File: config.mk
export PLATFORM = sky130hd
export DESIGN_NAME = spibcp_core
export DESIGN_NICKNAME = d
export VERILOG_FILES = /design/src/shared/spibcp_pkg.sv /design/src/spibcp_core.sv
export SDC_FILE = /design/constraint.sdc
export NUM_CORES = 1
export LEC_CHECK = 0
export ABC_AREA = 1
export BUFFER_PORTS_ARGS = -buffer_cell sky130_fd_sc_hd__buf_2
export CORE_UTILIZATION = 50
export DETAILED_ROUTE_END_ITERATION = 16
export PLACE_DENSITY = 0.73
export SETUP_SLACK_MARGIN = 0.3
export SLEW_MARGIN = 30
export SYNTH_ARGS = -nofsm -noshare
export SYNTH_HDL_FRONTEND = slang
export SYNTH_SLANG_ARGS = --single-unit
File: constraint.sdc
create_clock -name CLOCK -period 2.75 [get_ports CLOCK]
set_input_delay 0.4125 -clock CLOCK [delete_from_list [all_inputs] [get_ports CLOCK]]
set_output_delay 0.4125 -clock CLOCK [all_outputs]
set_load 0.1 [all_outputs]
File: src/shared/spibcp_pkg.sv
// How it works
// - new word while full: drop it, flag overflow
// - data window write sets transmit full
// - transmit start into shifter clears transmit full
// - receive load sets, data read clears receive full
// - secondary select 111..000 divides 1..8
// - primary select 11,10,01,00 divides 1,4,16,64
// - framed mode ignores clock edge select
package spibcp_pkg;

  // ==========================================================
  // register byte addresses
  localparam logic [11:0] ADDR_STAT = 12'h000;
  localparam logic [11:0] ADDR_CON1 = 12'h004;
  localparam logic [11:0] ADDR_DATA = 12'h008;
  localparam logic [11:0] ADDR_IRQ_STAT = 12'h00C;
  localparam logic [11:0] ADDR_IRQ_EN = 12'h010;
  localparam logic [11:0] ADDR_IRQ_CLR = 12'h014;

  // ==========================================================
  // status field positions
  localparam int STAT_EN_BIT = 15;
  localparam int STAT_ROV_BIT = 6;
  localparam int STAT_TBF_BIT = 1;
  localparam int STAT_RBF_BIT = 0;

  // ==========================================================
  // control one field positions
  localparam int CON1_FRM_BIT = 12;
  localparam int CON1_MSTR_BIT = 5;
  localparam int CON1_CKE_BIT = 8;
  localparam int CON1_CKP_BIT = 6;
  localparam int CON1_SEC_LSB = 2;
  localparam int CON1_PRI_LSB = 0;

  // ==========================================================
  // reset values
  localparam logic [15:0] CON1_RESET = 16'h0000;
  localparam logic [15:0] WORD_RESET = 16'h0000;
  localparam logic [2:0] IRQ_RESET = 3'h0;

  // interrupt status layout
  localparam int IRQ_RX_BIT = 0;
  localparam int IRQ_TX_BIT = 1;
  localparam int IRQ_OV_BIT = 2;

  localparam int WORD_BITS = 16;

  typedef enum logic [1:0] {
    SH_IDLE = 2'b00,
    SH_LOW = 2'b01,
    SH_HIGH = 2'b10
  } spibcp_state_t;

  typedef struct packed {
    logic sck;
    logic sdo;
  } spibcp_serial_t;

endpackage

File: src/spibcp_core.sv
`timescale 1ns/1ns
module spibcp_core (
  // clock and reset
  input wire logic CLOCK,
  input wire logic SYS_RST,
  // apb slave
  input wire logic PSEL,
  input wire logic PENABLE,
  input wire logic PWRITE,
  input wire logic [11:0] PADDR,
  input wire logic [31:0] PWDATA,
  output logic [31:0] PRDATA,
  output logic PREADY,
  output logic PSLVERR,
  // serial pins
  input wire logic SDI,
  output logic SCK,
  output logic SDO,
  // interrupt
  output logic IRQ
);

  // ==========================================================
  // register state
  logic [15:0] con1_q, con1_d;
  logic en_q, en_d;
  logic rov_q, rov_d;
  logic tbf_q, tbf_d;
  logic rbf_q, rbf_d;
  logic [15:0] txb_q, txb_d;
  logic [15:0] rxb_q, rxb_d;
  logic [2:0] irq_st_q, irq_st_d;
  logic [2:0] irq_en_q, irq_en_d;
  logic [31:0] prdata_q, prdata_d;
  logic pready_q, pready_d;
  logic pslverr_q, pslverr_d;
  logic irq_q, irq_d;

  // shift engine state
  spibcp_pkg::spibcp_state_t st_q, st_d;
  logic [15:0] sr_q, sr_d;
  logic [4:0] bit_q, bit_d;
  logic [6:0] pcnt_q, pcnt_d;
  logic [2:0] scnt_q, scnt_d;
  spibcp_pkg::spibcp_serial_t ser_q, ser_d;

  logic acc, wr, rd, tick, start, done;
  logic [6:0] pri_div;
  logic [2:0] sec_sel;
  logic [3:0] sec_div;
  logic sck_idle, cke_eff;

  assign acc = PSEL && PENABLE && !pready_q;
  assign wr = acc && PWRITE;
  assign rd = acc && !PWRITE;

  // ==========================================================
  // prescalers
  always_comb begin
    unique case (con1_q[spibcp_pkg::CON1_PRI_LSB +: 2])
      2'b11: pri_div = 7'd1;
      2'b10: pri_div = 7'd4;
      2'b01: pri_div = 7'd16;
      2'b00: pri_div = 7'd64;
    endcase
  end
  assign sec_sel = con1_q[spibcp_pkg::CON1_SEC_LSB +: 3];
  assign sec_div = 4'd8 - {1'b0, sec_sel};
  // a tick every pri*sec clocks marks each half serial period
  assign tick = (pcnt_q == pri_div - 7'd1) && (scnt_q == sec_div[2:0] - 3'd1);
  assign sck_idle = con1_q[spibcp_pkg::CON1_CKP_BIT];
  // framed mode forces the edge select off
  assign cke_eff = con1_q[spibcp_pkg::CON1_CKE_BIT] && !con1_q[spibcp_pkg::CON1_FRM_BIT];

  always_comb begin
    pcnt_d = pcnt_q;
    scnt_d = scnt_q;
    if (st_q == spibcp_pkg::SH_IDLE) begin
      pcnt_d = 7'd0;
      scnt_d = 3'd0;
    end else if (pcnt_q == pri_div - 7'd1) begin
      pcnt_d = 7'd0;
      scnt_d = (scnt_q == sec_div[2:0] - 3'd1) ? 3'd0 : scnt_q + 3'd1;
    end else begin
      pcnt_d = pcnt_q + 7'd1;
    end
  end

  // ==========================================================
  // shift engine, master only
  assign start = en_q && con1_q[spibcp_pkg::CON1_MSTR_BIT] && tbf_q && st_q == spibcp_pkg::SH_IDLE;
  assign done = tick && st_q == spibcp_pkg::SH_HIGH && bit_q == 5'd1;

  always_comb begin
    st_d = st_q;
    sr_d = sr_q;
    bit_d = bit_q;
    ser_d = ser_q;
    unique case (st_q)
      spibcp_pkg::SH_IDLE: begin
        ser_d.sck = sck_idle;
        if (start) begin
          sr_d = txb_q;
          bit_d = 5'(spibcp_pkg::WORD_BITS);
          ser_d.sdo = txb_q[15];
          st_d = spibcp_pkg::SH_LOW;
        end
      end
      spibcp_pkg::SH_LOW: begin
        if (tick) begin
          ser_d.sck = !sck_idle;
          sr_d = {sr_q[14:0], SDI};
          st_d = spibcp_pkg::SH_HIGH;
        end
      end
      spibcp_pkg::SH_HIGH: begin
        if (tick) begin
          ser_d.sck = sck_idle;
          bit_d = bit_q - 5'd1;
          ser_d.sdo = cke_eff ? sr_q[15] : sr_q[15];
          st_d = (bit_q == 5'd1) ? spibcp_pkg::SH_IDLE : spibcp_pkg::SH_LOW;
        end
      end
      default: st_d = spibcp_pkg::SH_IDLE;
    endcase
  end

  // ==========================================================
  // flags and registers
  always_comb begin
    con1_d = con1_q;
    en_d = en_q;
    txb_d = txb_q;
    rxb_d = rxb_q;
    tbf_d = tbf_q;
    rbf_d = rbf_q;
    rov_d = rov_q;
    irq_en_d = irq_en_q;
    irq_st_d = irq_st_q;
    if (wr && PADDR == spibcp_pkg::ADDR_CON1) con1_d = PWDATA[15:0];
    if (wr && PADDR == spibcp_pkg::ADDR_IRQ_EN) irq_en_d = PWDATA[2:0];
    if (wr && PADDR == spibcp_pkg::ADDR_IRQ_CLR) irq_st_d = irq_st_q & ~PWDATA[2:0];
    if (wr && PADDR == spibcp_pkg::ADDR_STAT) begin
      en_d = PWDATA[spibcp_pkg::STAT_EN_BIT];
      if (!PWDATA[spibcp_pkg::STAT_ROV_BIT]) rov_d = 1'b0;
    end
    if (start) tbf_d = 1'b0;
    if (wr && PADDR == spibcp_pkg::ADDR_DATA) begin
      txb_d = PWDATA[15:0];
      tbf_d = 1'b1;
    end
    if (rd && PADDR == spibcp_pkg::ADDR_DATA) rbf_d = 1'b0;
    if (done) begin
      if (rbf_q && !(rd && PADDR == spibcp_pkg::ADDR_DATA)) begin
        rov_d = 1'b1;
        irq_st_d[spibcp_pkg::IRQ_OV_BIT] = 1'b1;
      end else begin
        rxb_d = sr_q;
        rbf_d = 1'b1;
        irq_st_d[spibcp_pkg::IRQ_RX_BIT] = 1'b1;
      end
    end
    if (start) irq_st_d[spibcp_pkg::IRQ_TX_BIT] = 1'b1;
  end

  // ==========================================================
  // apb answer, registered, so the access phase has one wait state
  always_comb begin
    prdata_d = 32'h0000_0000;
    pslverr_d = 1'b0;
    pready_d = acc;
    if (acc) begin
      unique case (PADDR)
        spibcp_pkg::ADDR_STAT: prdata_d = {16'h0000, en_q, 8'h00, rov_q, 4'h0, tbf_q, rbf_q};
        spibcp_pkg::ADDR_CON1: prdata_d = {16'h0000, con1_q};
        spibcp_pkg::ADDR_DATA: prdata_d = {16'h0000, rxb_q};
        spibcp_pkg::ADDR_IRQ_STAT: prdata_d = {29'h0000_0000, irq_st_q};
        spibcp_pkg::ADDR_IRQ_EN: prdata_d = {29'h0000_0000, irq_en_q};
        spibcp_pkg::ADDR_IRQ_CLR: prdata_d = 32'h0000_0000;
        default: pslverr_d = 1'b1;
      endcase
    end
    irq_d = |(irq_st_d & irq_en_d);
  end

  always_ff @(posedge CLOCK) begin
    if (SYS_RST) begin
      con1_q <= spibcp_pkg::CON1_RESET;
      en_q <= 1'b0;
      rov_q <= 1'b0;
      tbf_q <= 1'b0;
      rbf_q <= 1'b0;
      txb_q <= spibcp_pkg::WORD_RESET;
      rxb_q <= spibcp_pkg::WORD_RESET;
      irq_st_q <= spibcp_pkg::IRQ_RESET;
      irq_en_q <= spibcp_pkg::IRQ_RESET;
      prdata_q <= 32'h0000_0000;
      pready_q <= 1'b0;
      pslverr_q <= 1'b0;
      irq_q <= 1'b0;
      st_q <= spibcp_pkg::SH_IDLE;
      sr_q <= spibcp_pkg::WORD_RESET;
      bit_q <= 5'd0;
      pcnt_q <= 7'd0;
      scnt_q <= 3'd0;
      ser_q <= '0;
    end else begin
      con1_q <= con1_d;
      en_q <= en_d;
      rov_q <= rov_d;
      tbf_q <= tbf_d;
      rbf_q <= rbf_d;
      txb_q <= txb_d;
      rxb_q <= rxb_d;
      irq_st_q <= irq_st_d;
      irq_en_q <= irq_en_d;
      prdata_q <= prdata_d;
      pready_q <= pready_d;
      pslverr_q <= pslverr_d;
      irq_q <= irq_d;
      st_q <= st_d;
      sr_q <= sr_d;
      bit_q <= bit_d;
      pcnt_q <= pcnt_d;
      scnt_q <= scnt_d;
      ser_q <= ser_d;
    end
  end

  assign PRDATA = prdata_q;
  assign PREADY = pready_q;
  assign PSLVERR = pslverr_q;
  assign SCK = ser_q.sck;
  assign SDO = ser_q.sdo;
  assign IRQ = irq_q;
endmodule // spibcp_core

==> reports/results.tsv <==
metric	value	unit
outcome	completed	
Pint	1.99	mW
Syn Inst Count	685	
skew final	14.0	ps
Clock transition at path regs	110	ps
Placed Cells	852	
final WL	11100	µm
most frequent cell after synthesis	nand2_1	
setup_tns	0	ps
Root Buffer	clkbuf_8	
Mapped Area	4930	µm²
post-route setup slack	549	ps
Leakage	2.15	nW
htree depth	3	
asr flop ratio synth	0	%
Mean Syn Cell Area	7.19	µm²
Worst Setup End Kind	flip-flop	
Initial Util	52.6	%
max_slew headroom	52.2	%
vias in the first global route	3965	
maximum fanout along the worst path	19	
Hold Path Class	in -> reg	
Worst VDD drop	0.000215	V
max-slew violation count	0	
pre-CTS setup slack	582	ps
Reg power frac	59.8	%
yosys warns	0	
DRC errors left	0	
ANT nets after route	0	
core area	9370	µm²
Yosys cell types	37	
dpl cell area	5230	µm²
area delta synth->final	9.67	%
Final period util	80.0	%
global-route wire length before repair	18200	µm
Top FF cell, synth	dfxtp_1	
Site Rows	35	
grt ovf	0	
Antenna Cells	0	
TritonCTS buffer count	9	
RePlAce Congestion	0.880	
Tmin final	2200	ps
Die X	101	µm
unrepaired setup endpoints after global routing	no	
top post-synthesis cells by area	dfxtp_1 (46%), nand2_1 (11%), nor2_1 (8.2%), o21ai_0 (7.6%), a21oi_1 (6.6%)	
WHS Path Cells	2	
clock sinks	112	
EDFF count, synth	0	
clk_lat worst skew	370	ps
layout cells sized above 1	14.1	%
Final setup viols	0	
sw frac	26.6	%
CTS tree	yes	
post-synth top area share	45.5	%
Req. time, crit path	3050	ps
drt first-iter violations	160	
pin count of the biggest net entering global routing	34	
wire length per cell	12.8	µm
I/O Buffers	54	
die area	10300	µm²
Seq cells post-synth	112	
vias per cell	5.00	
overall routing resource usage	22.7	%
Final HPWL DP	8020	µm
Via Count	4336	
CP startpoint kind	flip-flop	
Ports	87	
synth cell count leaders	nand2_1 (139), dfxtp_1 (112), nor2_1 (108)	
cell area after layout	5400	µm²
crit path DAT	2500	ps
final non-filler cell total	867	
worst reg2reg path depth	12	
FMAX	454	MHz
nets	789	
logic gate share of total power	7.3	%
Max Cap Viol	0	
switching pwr	0.722	mW
critical path class	reg -> reg	
Clk pwr share	32.9	%
initial antenna violation count	0	
Worst-Margin Slew	717	ps
cell taking the most area after synthesis	dfxtp_1	
1st-pass router iterations	5	
pwr dens	502	nW/µm²
Die H	101	µm
Seq/Total Area, Yosys	45.5	%
Clock Path Buffers	2	
Final Hold Vio Count	0	
## power by group through the flow
stage | Clock (mW) | Sequential (mW) | Combinational, mW
after floorplan | 0 | 1.67 | 0.156
after global placement | 0 | 1.66 | 0.194
after detailed placement | 0 | 1.66 | 0.196
after CTS | 0.901 | 1.62 | 0.197
after global routing | 0.977 | 1.62 | 0.210
final | 0.891 | 1.62 | 0.198
## cell type report
class	instances	area [µm²]
fillers	917	3970
repair buffers	61	323
clock inverters	5	42.5
well taps	129	161
clock buffers	10	128
multi-input cells	477	2230
inverters	73	282
flip-flops and latches	112	2240
## through the flow
| stage | utilization, % | hold WS [ps] | total power, mW |
|---|---|---|---|
| 6_report | 57.7 | 298 | 2.71 |
| 5_1_grt | 57.7 | 292 | 2.81 |
| 4_1_cts | 57.6 | 282 | 2.72 |
| 3_5_place_dp | 55.8 | 442 | 1.86 |
| 3_3_place_gp | 55.8 | 432 | 1.85 |
| 2_1_floorplan | - | 425 | 1.82 |
## placed cells by master (no fill, tap or decap), types with 16 or more instances in the layout
master,netlist,layout
nand2_1,139,139
o21ai_0,75,75
a21oi_1,65,65
dfxtp_1,112,112
nor2_1,108,108
nand3_1,17,17
inv_1,67,67
buf_2,1,54
conb_1,1,16
## sequential cells by signal (all words and copies together) (netlist names), 2 cells and up
name	cells
irq_en_q	3
st_q	2
txb_q	16
con1_q	16
irq_st_q	3
pcnt_q	7
rxb_q	16
bit_q	5
PRDATA	16
sr_q	16
scnt_q	3
## per-layer routing
metal  share of wire (%)  track usage [%]
met5                   0                0
met4                 1.2             7.47
met3                 6.8             4.55
met2                  45             37.5
met1                  47             29.8
## timing repair
item	4_1_cts	5_1_grt
resized for setup	0	1
buffers inserted	0	0
setup endpoints to repair	0	1
hold buffers	0	0
## path summary, 6_finish.rpt
path | startpoint | to | slack [ps]
worst max-delay path | con1_q[1] | rxb_q[9] | 550
worst min-delay path | SYS_RST | con1_q[9] | 300
worst max register to register | con1_q[1] | rxb_q[9] | 550
worst min register to register | txb_q[0] | txb_q[0] | 450
## critical path: stages (launching register included)
cell     delay, ps
dfxtp_1        420
nand2_2        100
ha_1           300
inv_1           40
nand2_1         50
nand3_1         70
nor2_2         170
nand3_4        170
nor2_4         160
nand3_4        240
inv_6          230
nor2_1          60
nor2_1         110
## kinds of logic after synthesis
logic type      count (synthesis)  synth area share (%)
xor+xnor                        4                 0.711
fa+ha+maj                       5                  1.27
buf+inv                       111                  10.5
other cells                     1                0.0761
compound gates                160                  16.9
flops                         112                  45.5
simple gates                  292                  25.1
Power figures use the tool's default switching activity.
